## src/verilog/gpio_pkg.sv

```systemverilog
// shared constants for the fast gpio port: register map, field positions, reset values
package gpio_pkg;
  // ====================================================
  // bus shape
  localparam int ADDR_W = 10;
  localparam int DATA_W = 32;
  localparam int BE_W = 4;
  // ====================================================
  // fast local copies: one block of words per port
  localparam int PORT_SEL_LSB = 5;
  localparam logic [4:0] OFS_DIR = 5'h00;
  localparam logic [4:0] OFS_MASK = 5'h04;
  localparam logic [4:0] OFS_PIN = 5'h08;
  localparam logic [4:0] OFS_SET = 5'h0c;
  localparam logic [4:0] OFS_CLR = 5'h10;
  localparam logic [ADDR_W-1:0] LOCAL_END = 10'h100;
  // ====================================================
  // edge interrupt block, first edge port then third edge port
  localparam logic [ADDR_W-1:0] EDGE_BASE = 10'h100;
  localparam logic [ADDR_W-1:0] EDGE_END = 10'h120;
  localparam int EDGE_HALF_BIT = 4;
  localparam logic [3:0] OFS_RISE_EN = 4'h0;
  localparam logic [3:0] OFS_FALL_EN = 4'h4;
  localparam logic [3:0] OFS_RISE_STAT = 4'h8;
  localparam logic [3:0] OFS_FALL_STAT = 4'hc;
  localparam int EDGE_PORT_A = 0;
  localparam int EDGE_PORT_B = 2;
  // ====================================================
  // interrupt status and mask
  localparam logic [ADDR_W-1:0] IRQ_STAT_ADDR = 10'h140;
  localparam logic [ADDR_W-1:0] IRQ_MASK_ADDR = 10'h144;
  localparam int IRQ_BITS = 3;
  localparam int IRQ_FIRST = 0;
  localparam int IRQ_THIRD = 1;
  localparam int IRQ_SHARED = 2;
  localparam logic [IRQ_BITS-1:0] IRQ_RST = 3'h0;
  // ====================================================
  // legacy copies of the first two ports
  localparam logic [ADDR_W-1:0] LEGACY_BASE = 10'h200;
  localparam logic [ADDR_W-1:0] LEGACY_END = 10'h220;
  localparam int LEGACY_SEL_BIT = 4;
  localparam logic [3:0] LG_PIN = 4'h0;
  localparam logic [3:0] LG_SET = 4'h4;
  localparam logic [3:0] LG_DIR = 4'h8;
  localparam logic [3:0] LG_CLR = 4'hc;
  // ====================================================
  // reset values
  localparam logic [DATA_W-1:0] DIR_RST = 32'h0;
  localparam logic [DATA_W-1:0] OUT_RST = 32'h0;
  localparam logic [DATA_W-1:0] MASK_RST = 32'h0;
endpackage : gpio_pkg

```

## src/verilog/gpio_edge_unit.sv

```systemverilog
// per-pin rise/fall edge capture with sticky pending flags and wake request
module gpio_edge_unit #(
  parameter int N = 64
) (
  input wire logic sys_clk,
  input wire logic sys_rst,
  input wire logic [N-1:0] pins,
  input wire logic [N-1:0] next_rise_en,
  input wire logic [N-1:0] next_fall_en,
  input wire logic [N-1:0] rise_clr,
  input wire logic [N-1:0] fall_clr,
  output logic [N-1:0] rise_en,
  output logic [N-1:0] fall_en,
  output logic [N-1:0] rise_pend,
  output logic [N-1:0] fall_pend,
  output logic [1:0] hit,
  output logic wake
);
  typedef struct packed {
    logic armed;
    logic [N-1:0] prev;
    logic [N-1:0] rise_en;
    logic [N-1:0] fall_en;
    logic [N-1:0] rise_pend;
    logic [N-1:0] fall_pend;
    logic [1:0] hit;
    logic wake;
  } edge_s;
  edge_s s;
  edge_s n;
  logic [N-1:0] rise_hit;
  logic [N-1:0] fall_hit;

  // ====================================================
  // detection
  // runs without the clock enable so edges are still caught while the rest is frozen
  always_comb begin
    n = s;
    rise_hit = s.armed ? (pins & ~s.prev & s.rise_en) : '0;
    fall_hit = s.armed ? (~pins & s.prev & s.fall_en) : '0;
    n.armed = 1'b1;
    n.prev = pins;
    n.rise_en = next_rise_en;
    n.fall_en = next_fall_en;
    // a new edge wins over a clear in the same cycle
    n.rise_pend = (s.rise_pend & ~rise_clr) | rise_hit;
    n.fall_pend = (s.fall_pend & ~fall_clr) | fall_hit;
    n.hit[0] = |(rise_hit[N/2-1:0] | fall_hit[N/2-1:0]);
    n.hit[1] = |(rise_hit[N-1:N/2] | fall_hit[N-1:N/2]);
    n.wake = |(n.rise_pend | n.fall_pend);
  end

  always_ff @(posedge sys_clk or posedge sys_rst) begin
    if (sys_rst) begin
      s <= '0;
    end else begin
      s <= n;
    end
  end

  assign rise_en = s.rise_en;
  assign fall_en = s.fall_en;
  assign rise_pend = s.rise_pend;
  assign fall_pend = s.fall_pend;
  assign hit = s.hit;
  assign wake = s.wake;

  a_edge_wakes: assert property (@(posedge sys_clk) disable iff (sys_rst)
    (s.armed && |(pins & ~s.prev & s.rise_en)) |=> (wake && |rise_pend))
    else $error("enabled rising edge did not set pending and wake");
  a_fall_capture: assert property (@(posedge sys_clk) disable iff (sys_rst)
    (s.armed && |(~pins & s.prev & s.fall_en))
    |=> (fall_pend & $past(~pins & s.prev & s.fall_en)) == $past(~pins & s.prev & s.fall_en))
    else $error("enabled falling edge lost");
endmodule : gpio_edge_unit

```

## src/verilog/gpio_irq_ctrl.sv

```systemverilog
// sticky interrupt status, write-one-to-clear, mask and one level interrupt
module gpio_irq_ctrl (
  input wire logic sys_clk,
  input wire logic sys_rst,
  input wire logic clk_en,
  input wire logic [gpio_pkg::IRQ_BITS-1:0] events,
  input wire logic [gpio_pkg::IRQ_BITS-1:0] stat_clr,
  input wire logic mask_we,
  input wire logic [gpio_pkg::IRQ_BITS-1:0] next_mask,
  output logic [gpio_pkg::IRQ_BITS-1:0] stat,
  output logic [gpio_pkg::IRQ_BITS-1:0] mask,
  output logic irq
);
  typedef struct packed {
    logic [gpio_pkg::IRQ_BITS-1:0] stat;
    logic [gpio_pkg::IRQ_BITS-1:0] mask;
    logic irq;
  } irq_s;
  irq_s s;
  irq_s n;

  // ====================================================
  // status and request
  always_comb begin
    n = s;
    if (clk_en) begin
      n.stat = (s.stat & ~stat_clr) | events;
      if (mask_we) begin
        n.mask = next_mask;
      end
      n.irq = |(n.stat & n.mask);
    end
  end

  always_ff @(posedge sys_clk or posedge sys_rst) begin
    if (sys_rst) begin
      s <= '{stat: gpio_pkg::IRQ_RST, mask: gpio_pkg::IRQ_RST, irq: 1'b0};
    end else begin
      s <= n;
    end
  end

  assign stat = s.stat;
  assign mask = s.mask;
  assign irq = s.irq;

  a_shared_merged: assert property (@(posedge sys_clk) disable iff (sys_rst)
    (clk_en && events[gpio_pkg::IRQ_SHARED] && s.mask[gpio_pkg::IRQ_SHARED] && !mask_we)
    |=> irq)
    else $error("shared line request not merged onto interrupt");
  a_set_beats_clear: assert property (@(posedge sys_clk) disable iff (sys_rst)
    (clk_en && |(events & stat_clr)) |=> ($past(events) & stat) == $past(events))
    else $error("event lost against a simultaneous clear");
endmodule : gpio_irq_ctrl

```

## src/verilog/gpio_fast_port.sv

```systemverilog
// fast general purpose i/o ports with masked access, legacy copies and edge interrupts
// ====================================================
// Contract
// - unrouted pins are driven by gpio
// - per-pin direction changeable any time
// - separate set and clear registers
// - read output latch and live pins
// - mask register protects unselected port bits (the legacy copies ignore it)
// - byte and half-word lanes honoured everywhere (writes only; reads always return the whole word)
// - whole port written in one access
// - rise, fall or both edges raise interrupts
// - edge capture independent of clock gating
// - enabled pending edge requests wake
// - reset makes every pin an input
// - legacy copies of first two ports kept
// - edge requests merged with shared line
//
// The implementer's own choices: the address map and the strobed register port.
module gpio_fast_port #(
  parameter int NPORTS = 3
) (
  input wire logic sys_clk,
  input wire logic sys_rst,
  input wire logic clk_en,
  input wire logic [gpio_pkg::ADDR_W-1:0] addr,
  input wire logic [gpio_pkg::DATA_W-1:0] wr_data,
  input wire logic [gpio_pkg::BE_W-1:0] wr_be,
  input wire logic wr_stb,
  input wire logic rd_stb,
  output logic [gpio_pkg::DATA_W-1:0] rd_data,
  input wire logic [NPORTS*gpio_pkg::DATA_W-1:0] pad_in,
  output logic [NPORTS*gpio_pkg::DATA_W-1:0] pad_out,
  output logic [NPORTS*gpio_pkg::DATA_W-1:0] pad_oe,
  input wire logic [NPORTS*gpio_pkg::DATA_W-1:0] periph_sel,
  input wire logic [NPORTS*gpio_pkg::DATA_W-1:0] periph_out,
  input wire logic [NPORTS*gpio_pkg::DATA_W-1:0] periph_oe,
  input wire logic shared_external_irq_line,
  output logic irq,
  output logic wake
);
  localparam int W = gpio_pkg::DATA_W;
  localparam int EW = 2 * W;

  typedef struct packed {
    logic [NPORTS-1:0][W-1:0] dir;
    logic [NPORTS-1:0][W-1:0] out;
    logic [NPORTS-1:0][W-1:0] mask;
    logic [NPORTS*W-1:0] pad_out;
    logic [NPORTS*W-1:0] pad_oe;
    logic [W-1:0] rd_data;
  } port_s;
  port_s s;
  port_s n;

  // ====================================================
  // helpers
  // byte lanes of the bus; a half-word access is simply two lanes
  function automatic logic [W-1:0] lane_mask(input logic [gpio_pkg::BE_W-1:0] be);
    logic [W-1:0] m;
    m = '0;
    for (int i = 0; i < gpio_pkg::BE_W; i++) begin
      m[i*8 +: 8] = {8{be[i]}};
    end
    return m;
  endfunction : lane_mask

  function automatic logic [W-1:0] merge(input logic [W-1:0] old, input logic [W-1:0] d,
                                         input logic [W-1:0] sel);
    return (old & ~sel) | (d & sel);
  endfunction : merge

  // ====================================================
  // address decode
  logic [W-1:0] lm;
  logic [NPORTS-1:0][W-1:0] pins;
  logic is_local;
  logic is_edge;
  logic is_legacy;
  logic [4:0] port_idx;
  logic [4:0] local_ofs;
  logic edge_hi;
  logic [3:0] edge_ofs;
  logic lg_idx;
  logic [3:0] lg_ofs;

  assign pins = pad_in;
  assign lm = lane_mask(wr_be);
  assign port_idx = addr[gpio_pkg::ADDR_W-1:gpio_pkg::PORT_SEL_LSB];
  assign local_ofs = addr[gpio_pkg::PORT_SEL_LSB-1:0];
  assign is_local = (addr < gpio_pkg::LOCAL_END) && (int'(port_idx) < NPORTS);
  assign is_edge = (addr >= gpio_pkg::EDGE_BASE) && (addr < gpio_pkg::EDGE_END);
  assign is_legacy = (addr >= gpio_pkg::LEGACY_BASE) && (addr < gpio_pkg::LEGACY_END);
  assign edge_hi = addr[gpio_pkg::EDGE_HALF_BIT];
  assign edge_ofs = addr[3:0];
  assign lg_idx = addr[gpio_pkg::LEGACY_SEL_BIT];
  assign lg_ofs = addr[3:0];

  // ====================================================
  // edge unit and interrupt controller
  logic [EW-1:0] rise_en;
  logic [EW-1:0] fall_en;
  logic [EW-1:0] rise_pend;
  logic [EW-1:0] fall_pend;
  logic [EW-1:0] next_rise_en;
  logic [EW-1:0] next_fall_en;
  logic [EW-1:0] rise_clr;
  logic [EW-1:0] fall_clr;
  logic [1:0] hit;
  logic [gpio_pkg::IRQ_BITS-1:0] irq_stat;
  logic [gpio_pkg::IRQ_BITS-1:0] irq_mask;
  logic [gpio_pkg::IRQ_BITS-1:0] irq_clr;
  logic irq_mask_we;
  logic [EW-1:0] lm_wide;
  logic [EW-1:0] d_wide;

  assign lm_wide = edge_hi ? {lm, {W{1'b0}}} : {{W{1'b0}}, lm};
  assign d_wide = {wr_data, wr_data};

  function automatic logic [EW-1:0] merge2(input logic [EW-1:0] old, input logic [EW-1:0] d,
                                           input logic [EW-1:0] sel);
    return (old & ~sel) | (d & sel);
  endfunction : merge2

  // edge configuration writes are frozen with the bus; only the capture runs free
  always_comb begin
    next_rise_en = rise_en;
    next_fall_en = fall_en;
    rise_clr = '0;
    fall_clr = '0;
    if (clk_en && wr_stb && is_edge) begin
      case (edge_ofs)
        gpio_pkg::OFS_RISE_EN: next_rise_en = merge2(rise_en, d_wide, lm_wide);
        gpio_pkg::OFS_FALL_EN: next_fall_en = merge2(fall_en, d_wide, lm_wide);
        gpio_pkg::OFS_RISE_STAT: rise_clr = d_wide & lm_wide;
        gpio_pkg::OFS_FALL_STAT: fall_clr = d_wide & lm_wide;
        default: ;
      endcase
    end
  end

  gpio_edge_unit #(.N(EW)) u_edge (
    .sys_clk(sys_clk),
    .sys_rst(sys_rst),
    .pins({pins[gpio_pkg::EDGE_PORT_B], pins[gpio_pkg::EDGE_PORT_A]}),
    .next_rise_en(next_rise_en),
    .next_fall_en(next_fall_en),
    .rise_clr(rise_clr),
    .fall_clr(fall_clr),
    .rise_en(rise_en),
    .fall_en(fall_en),
    .rise_pend(rise_pend),
    .fall_pend(fall_pend),
    .hit(hit),
    .wake(wake)
  );

  // the mask is merged at bus width and cut to the few status bits on purpose
  logic [W-1:0] irq_mask_new;
  assign irq_mask_new = merge(W'(irq_mask), wr_data, lm);
  assign irq_mask_we = clk_en && wr_stb && (addr == gpio_pkg::IRQ_MASK_ADDR);
  assign irq_clr = (clk_en && wr_stb && (addr == gpio_pkg::IRQ_STAT_ADDR)) ?
                   (wr_data[gpio_pkg::IRQ_BITS-1:0] & lm[gpio_pkg::IRQ_BITS-1:0]) : '0;

  gpio_irq_ctrl u_irq (
    .sys_clk(sys_clk),
    .sys_rst(sys_rst),
    .clk_en(clk_en),
    .events({shared_external_irq_line, hit[1], hit[0]}),
    .stat_clr(irq_clr),
    .mask_we(irq_mask_we),
    .next_mask(irq_mask_new[gpio_pkg::IRQ_BITS-1:0]),
    .stat(irq_stat),
    .mask(irq_mask),
    .irq(irq)
  );

  // ====================================================
  // read mux
  logic [W-1:0] rd_val;
  always_comb begin
    rd_val = '0;
    if (is_local) begin
      case (local_ofs)
        gpio_pkg::OFS_DIR: rd_val = s.dir[port_idx];
        gpio_pkg::OFS_MASK: rd_val = s.mask[port_idx];
        gpio_pkg::OFS_PIN: rd_val = pins[port_idx] & ~s.mask[port_idx];
        gpio_pkg::OFS_SET: rd_val = s.out[port_idx];
        default: rd_val = '0;
      endcase
    end else if (is_edge) begin
      case (edge_ofs)
        gpio_pkg::OFS_RISE_EN: rd_val = edge_hi ? rise_en[EW-1:W] : rise_en[W-1:0];
        gpio_pkg::OFS_FALL_EN: rd_val = edge_hi ? fall_en[EW-1:W] : fall_en[W-1:0];
        gpio_pkg::OFS_RISE_STAT: rd_val = edge_hi ? rise_pend[EW-1:W] : rise_pend[W-1:0];
        gpio_pkg::OFS_FALL_STAT: rd_val = edge_hi ? fall_pend[EW-1:W] : fall_pend[W-1:0];
        default: rd_val = '0;
      endcase
    end else if (addr == gpio_pkg::IRQ_STAT_ADDR) begin
      rd_val = W'(irq_stat);
    end else if (addr == gpio_pkg::IRQ_MASK_ADDR) begin
      rd_val = W'(irq_mask);
    end else if (is_legacy) begin
      case (lg_ofs)
        gpio_pkg::LG_PIN: rd_val = pins[lg_idx];
        gpio_pkg::LG_SET: rd_val = s.out[lg_idx];
        gpio_pkg::LG_DIR: rd_val = s.dir[lg_idx];
        default: rd_val = '0;
      endcase
    end
  end

  // ====================================================
  // register writes and pad drive
  always_comb begin
    n = s;
    if (clk_en) begin
      // read data stands one cycle, then falls back to zero
      n.rd_data = rd_stb ? (rd_val & lane_mask(wr_be | {gpio_pkg::BE_W{1'b1}})) : '0;
      if (wr_stb && is_local) begin
        case (local_ofs)
          gpio_pkg::OFS_DIR: n.dir[port_idx] = merge(s.dir[port_idx], wr_data, lm);
          gpio_pkg::OFS_MASK: n.mask[port_idx] = merge(s.mask[port_idx], wr_data, lm);
          gpio_pkg::OFS_PIN: // whole port in one write, masked bits kept
            n.out[port_idx] = merge(s.out[port_idx], wr_data, lm & ~s.mask[port_idx]);
          gpio_pkg::OFS_SET:
            n.out[port_idx] = s.out[port_idx] | (wr_data & lm & ~s.mask[port_idx]);
          gpio_pkg::OFS_CLR:
            n.out[port_idx] = s.out[port_idx] & ~(wr_data & lm & ~s.mask[port_idx]);
          default: ;
        endcase
      end else if (wr_stb && is_legacy) begin
        // legacy copies ignore the mask register, as older software expects
        case (lg_ofs)
          gpio_pkg::LG_PIN: n.out[lg_idx] = merge(s.out[lg_idx], wr_data, lm);
          gpio_pkg::LG_SET: n.out[lg_idx] = s.out[lg_idx] | (wr_data & lm);
          gpio_pkg::LG_DIR: n.dir[lg_idx] = merge(s.dir[lg_idx], wr_data, lm);
          gpio_pkg::LG_CLR: n.out[lg_idx] = s.out[lg_idx] & ~(wr_data & lm);
          default: ;
        endcase
      end
      // peripheral-routed pins bypass gpio, all others follow the latches
      n.pad_out = (periph_sel & periph_out) | (~periph_sel & s.out);
      n.pad_oe = (periph_sel & periph_oe) | (~periph_sel & s.dir);
    end
  end

  always_ff @(posedge sys_clk or posedge sys_rst) begin
    if (sys_rst) begin
      s.dir <= {NPORTS{gpio_pkg::DIR_RST}};
      s.out <= {NPORTS{gpio_pkg::OUT_RST}};
      s.mask <= {NPORTS{gpio_pkg::MASK_RST}};
      s.pad_out <= '0;
      s.pad_oe <= '0;
      s.rd_data <= '0;
    end else begin
      s <= n;
    end
  end

  assign pad_out = s.pad_out;
  assign pad_oe = s.pad_oe;
  assign rd_data = s.rd_data;

  // ====================================================
  // checks
  // these look at the registered state one edge after the strobe or clk_en, except a_reset_inputs, which checks at the edge where reset falls
  a_reset_inputs: assert property (@(posedge sys_clk)
    $fell(sys_rst) |-> (pad_oe == '0 && s.dir == '0))
    else $error("pins not inputs after reset");
  a_set_masked: assert property (@(posedge sys_clk) disable iff (sys_rst)
    (clk_en && wr_stb && addr == gpio_pkg::OFS_SET)
    |=> s.out[0] == ($past(s.out[0]) | ($past(wr_data) & $past(lm) & ~$past(s.mask[0]))))
    else $error("set register wrong");
  a_clr_masked: assert property (@(posedge sys_clk) disable iff (sys_rst)
    (clk_en && wr_stb && addr == gpio_pkg::OFS_CLR)
    |=> (s.out[0] & $past(s.mask[0])) == ($past(s.out[0]) & $past(s.mask[0])))
    else $error("masked bits changed by clear");
  a_port_write: assert property (@(posedge sys_clk) disable iff (sys_rst)
    (clk_en && wr_stb && addr == gpio_pkg::OFS_PIN && wr_be == 4'hf && s.mask[0] == '0)
    |=> s.out[0] == $past(wr_data))
    else $error("whole port write failed");
  a_latch_read: assert property (@(posedge sys_clk) disable iff (sys_rst)
    (clk_en && rd_stb && addr == gpio_pkg::OFS_SET && !wr_stb) |=> rd_data == $past(s.out[0]))
    else $error("latch readback wrong");
  a_byte_lane: assert property (@(posedge sys_clk) disable iff (sys_rst)
    (clk_en && wr_stb && addr == gpio_pkg::OFS_DIR && wr_be == 4'h1)
    |=> s.dir[0][W-1:8] == $past(s.dir[0][W-1:8]))
    else $error("unaddressed lanes written");
  a_dir_to_pad: assert property (@(posedge sys_clk) disable iff (sys_rst)
    clk_en |=> pad_oe[W-1:0] ==
      $past((periph_sel[W-1:0] & periph_oe[W-1:0]) | (~periph_sel[W-1:0] & s.dir[0])))
    else $error("pad enable does not follow direction");
  a_legacy_set: assert property (@(posedge sys_clk) disable iff (sys_rst)
    (clk_en && wr_stb && addr == (gpio_pkg::LEGACY_BASE + 10'(1 << gpio_pkg::LEGACY_SEL_BIT) +
     10'(gpio_pkg::LG_SET)) && wr_be == 4'hf)
    |=> (s.out[1] & $past(wr_data)) == $past(wr_data))
    else $error("legacy set on second port failed");
endmodule : gpio_fast_port

```

## config.mk

```make
export PLATFORM = sky130hd
export DESIGN_NAME = gpio_fast_port
export DESIGN_NICKNAME = d
export VERILOG_FILES = /design/src/verilog/gpio_pkg.sv /design/src/verilog/gpio_edge_unit.sv /design/src/verilog/gpio_irq_ctrl.sv /design/src/verilog/gpio_fast_port.sv
export SDC_FILE = /design/constraint.sdc
export NUM_CORES = 2
export LEC_CHECK = 0
export BUFFER_PORTS_ARGS = -buffer_cell sky130_fd_sc_hd__clkbuf_2
export CAP_MARGIN = 0
export CORE_MARGIN = 8
export CORE_UTILIZATION = 59
export CTS_CLUSTER_DIAMETER = 50
export DETAILED_ROUTE_END_ITERATION = 16
export PLACE_DENSITY_LB_ADDON = 0.25
export SYNTH_ARGS = -nofsm -noshare
export SYNTH_HDL_FRONTEND = slang
export SYNTH_HIERARCHICAL = 1
export SYNTH_SLANG_ARGS = --single-unit
```

## constraint.sdc

```tcl
create_clock -name sys_clk -period 25.2 [get_ports sys_clk]
set_input_delay 7.56 -clock sys_clk [delete_from_list [all_inputs] [get_ports sys_clk]]
set_output_delay 7.56 -clock sys_clk [all_outputs]
set_load 0.02 [all_outputs]
```

Word-level counts from Yosys, hierarchy flattened

Cells that the tools add are included.

Register bits after elaboration: 843
Input bits: 436
Output and inout port bits: 226

Magnitude comparators: 10
Equal/unequal tests: 11
Muxes and demuxes: 56
Bitwise operators: 59
Reductions and logical operators: 25

Operators with widths:

| operator              | count |
|---|---|
| $bwmux W96            | 9 |
| $mux W32              | 22 |
| $and A64 B64 Y64      | 9 |
| $pmux W96 S3          | 2 |
| $mux W64              | 7 |
| $and A32 B32 Y32      | 12 |
| $and A96 B96 Y96      | 4 |
| $mux W192             | 2 |
| $not A64 Y64          | 5 |
| $or A64 B64 Y64       | 5 |
| $or A32 B32 Y32       | 9 |
| $bmux W32 S2          | 4 |
| $pmux W32 S4          | 2 |
| $mux W96              | 2 |
| $or A96 B96 Y96       | 2 |
| $not A32 Y32          | 5 |
| $not A96 Y96          | 1 |
| $pmux W32 S3          | 1 |
| $demux W32 S2         | 1 |
| $reduce_or A32 Y1     | 2 |
| $reduce_or A64 Y1     | 1 |
| $demux W32 S1         | 1 |
| $eq A10 B9 Y1 const B | 2 |
| $lt A10 B9 Y1 const B | 2 |
| 28 further kinds      | 49 |

Logic depth before layout (Yosys ltp)

Word-level depth: 10
Gate-level depth with buffers: 15
Gate-level depth less buffers: 11

Modules after synthesis

The synthesis kept the hierarchy.

Modules (own cells, without submodules):

| module         | times used | cells each | area each (µm²) |
|---|---|---|---|
| gpio_fast_port | 1          | 4465       | 37920.1 |
| gpio_edge_unit | 1          | 1124       | 13275.2 |
| gpio_irq_ctrl  | 1          | 31         | 341.6 |

Worst setup path before layout

OpenSTA, ideal clock, no wires.

Path kind: input to register
From: input port addr[2] (netlist name)
To: register u_edge.s, in the netlist u_edge/wake
Data arrival time: 10.433 ns
Setup slack: 14.627 ns
Cell stages on the path: 12
Path buffers: 4
Cells stage by stage: buf_2 buf_1 nor4b_2 clkbuf_1 nand2_1 clkbuf_1 nor2_1 o22ai_2 or4_1 or4_1 nor4_1 nand4_1

RTL lines:

| what                 | RTL line             | RTL |
|---|---|---|
| from (decl)          | gpio_fast_port.sv:25 | `input wire logic [gpio_pkg::ADDR_W-1:0] addr,` |
| to (signal assigned) | gpio_edge_unit.sv:57 | `s <= n;` |
| to (decl)            | gpio_edge_unit.sv:29 | `edge_s s;` |

==> flow_metrics.tcl <==
set metrics [dict create \
    status "finished clean" \
    fillers 7334 \
    synth.area.top_cells "dfrtp_1 41%, mux2i_1 8.5%, buf_4 7.1%" \
    drv_slew 0 \
    vias_per_cell 7.03 \
    max_freq_mhz 85.9 \
    hp-start "s[233]" \
    finalCriticalPeriod_ps 11640 \
    track_usage_pct 44.7 \
    synthFlopType "dfrtp_1" \
    r2r-start "u_edge/s[323]" \
    clock_latency_ps 710 \
    fin_skew_ps 25.5 \
    fp.dieW_um 312 \
    grt_pass1_wl_um 324000 \
    io_pins 662 \
    critical-path-max-stage-delay_ps 860 \
    reg2reg_setup_slack_ps 21760 \
    cts_setup_buffers 0 \
    synthDistinctLibCells 84 \
    worst-path-buf-inv 5 \
    synth-seq-cells 843 \
    grt_max_degree 188 \
    critPathTopFamily "simple AND/OR/NAND/NOR gates" \
    cts_resized 0 \
    ys_seq_area_share_pct 40.9 \
    cts_hold_buf 0 \
    r2r_cells 6 \
    cp_max_fo 52 \
    hpwl_um 164000 \
    cts_buffers 108 \
    grt_overflow 0 \
    fin_area_mm2 0.0558 \
    vias 48200 \
    htree_levels 3 \
    critPathLaunchType "input pin" \
    power_per_cell_area_mw_per_mm2 65.0 \
    fp-row-count 108 \
    min_to "s[233]" \
    antenna_found_initial 23 \
    wl_per_cell_um 33.1 \
    setup_tns_ps 0 \
    max_slew_margin_pct 13.3 \
    synth_cells 5620 \
    first_pass_iters 9 \
    io_buffers 661 \
    fin_util_pct 64.4 \
    nNetsFinal 6030 \
    power.total_mw 3.62 \
    synth.most_common_cell "dfrtp_1" \
    ant_nets 0 \
    synth.largest_area_cell "dfrtp_1" \
    core_area_mm2 0.0866 \
    rsz0062_at_grt "no" \
    endpoint_kind "flip-flop" \
    drive_gt1_share_pct 21.2 \
    floorplan.initialDensity_pct 59.5 \
    dieArea_mm2 0.0971 \
    yosys-top-cells-count "843 x dfrtp_1, 548 x nand2_1, 489 x buf_4, 479 x nor2_1, 475 x o21ai_0" \
    worst_pin_slew_ps 1290 \
    setup_viol 0 \
    peakVddDrop_v 0.0000568 \
    synth-async-reset-ratio_pct 100 \
    holdPathStages 2 \
    critPathMostFrequentCell "buf_4" \
    hold_class "flip-flop to flip-flop" \
    die_y_um 312 \
    drv_cap 0 \
    wl_um 227000 \
    critPathKind "input pin to flip-flop" \
    drtIter0Drc 8246 \
    arrival_ps 12160 \
    p_leak_nw 25.6 \
    path_depth 13 \
    grt_pass1_vias 45300 \
    gp_congestion 1.04 \
    area_delta_synth_final_pct 8.21 \
    syn_area_mm2 0.0515 \
    r2r-end "u_edge/wake" \
    cts-root-buf "clkbuf_16" \
    drc 0 \
    post_dp_cell_area_mm2 0.0518 \
    hold_viol 0 \
    clkSinkCount 843 \
    clockBufferDepth 3 \
    synth_area_per_cell_um2 9.17 \
    cp_slowest_cell "nor4_1" \
    path_cells "buf_8, buf_4, inv_1, buf_4, nor3_1, nand2_1, buf_4, nor2_1, o32ai_1, nor4_1, nand4_1, nor4_1, nand4_1" \
    synth_edf_count 0 \
    yosysTopAreaCellShare_pct 40.9 \
    cts_tree "yes" \
    synth_fp_nets 6056 \
    ys_warn_count 6 \
    cp.required_ps 25730 \
    clk_pin_slew_ps 60 \
    period_share_pct 46.2 \
]
## metrics by stage
stage | hold slack [ps] | setup slack [ps] | std cells
finish | 479 | 13560 | 6863
global route | 501 | 13620 | 6849
CTS | 481 | 13950 | 6843
detailed placement | 467 | 13170 | 6639
global placement | 457 | 13230 | 6639
floorplan | 442 | 3340 | 5620
## cells in the final DEF, fill, tap and decap left out, types with 43 or more instances in the layout
cell / count
a21oi_1: 357
a221oi_1: 55
buf_4: 81
clkbuf_16: 109
clkbuf_2: 656
dfrtp_1: 843
inv_1: 195
mux2_2: 195
mux2i_1: 439
nand2_1: 541
nand3_1: 44
nand3b_1: 74
nor2_1: 476
o211ai_1: 43
o21a_1: 45
o21ai_0: 475
o221ai_1: 77
o22ai_1: 105
o2bb2ai_1: 65
o32ai_1: 72
## area by class of cell
| class | instances | area [µm²] | area share [%] |
|---|---|---|---|
| Inverter | 200 | 771 | 1.38 |
| Multi-Input combinational cell | 3698 | 24500 | 44.0 |
| Sequential cell | 843 | 21100 | 37.8 |
| Tap cell | 1155 | 1450 | 2.59 |
| Clock inverter | 57 | 800 | 1.43 |
| Antenna cell | 20 | 50.0 | 0.0897 |
| Clock buffer | 147 | 3090 | 5.54 |
| Timing Repair Buffer | 743 | 3990 | 7.15 |
## cells by family (layout without fill, tap and decap cells)
kind of cell           Yosys count  count (layout)  share of synthesized area, %
DFF                            843             843                          40.9
and+or+nand+nor               1410            1410                          12.5
buffers and inverters         1079            1147                          11.7
AOI/OAI and AO/OA             1620            1620                          20.6
muxes                          667             667                          14.2
other                            1              21                       0.00728
## sequential cells by signal, summed over array words and instances (netlist names)
register and count:
u_edge/fall_en 64, pad_oe 96, u_irq/mask 3, u_irq/irq 1, u_edge/hit 2, rd_data 32
u_edge/fall_pend 64, pad_out 96, u_edge/wake 1, u_edge/rise_pend 64, u_irq/stat 3, u_edge/rise_en 64
u_edge/s 65, s 288
## per-layer routing
layer	routed length (µm)	share of wire, %	GRT usage [%]
met5	264	0.12	1.31
met3	29900	13	13.6
met2	95600	42	64.8
met1	81700	36	57.2
met4	19600	8.6	30.4
## tightest hold or removal path, delay by kind of cell, from the launching register on
kind             cells  cell delay, ps
AO/OA/AOI/OAI        1              60
AND/OR/NAND/NOR      1              40
flip-flops           1             340
## where the power goes
part / switching [mW] / internal, mW
clock: 0.659 / 1.03
sequential: 0.0589 / 1.40
combinational: 0.326 / 0.149
## worst max-delay path by stage
stage | from | to | slack (ps)
CTS | addr[4] | u_edge/wake | 13950
finish | addr[4] | u_edge/wake | 13560
global route | addr[4] | u_edge/wake | 13620
detailed placement | addr[4] | u_edge/wake | 13170
floorplan | sys_rst | pad_oe[0] | 3340
global placement | addr[4] | u_edge/wake | 13230
No activity file was read; power rests on OpenSTA's default activity.
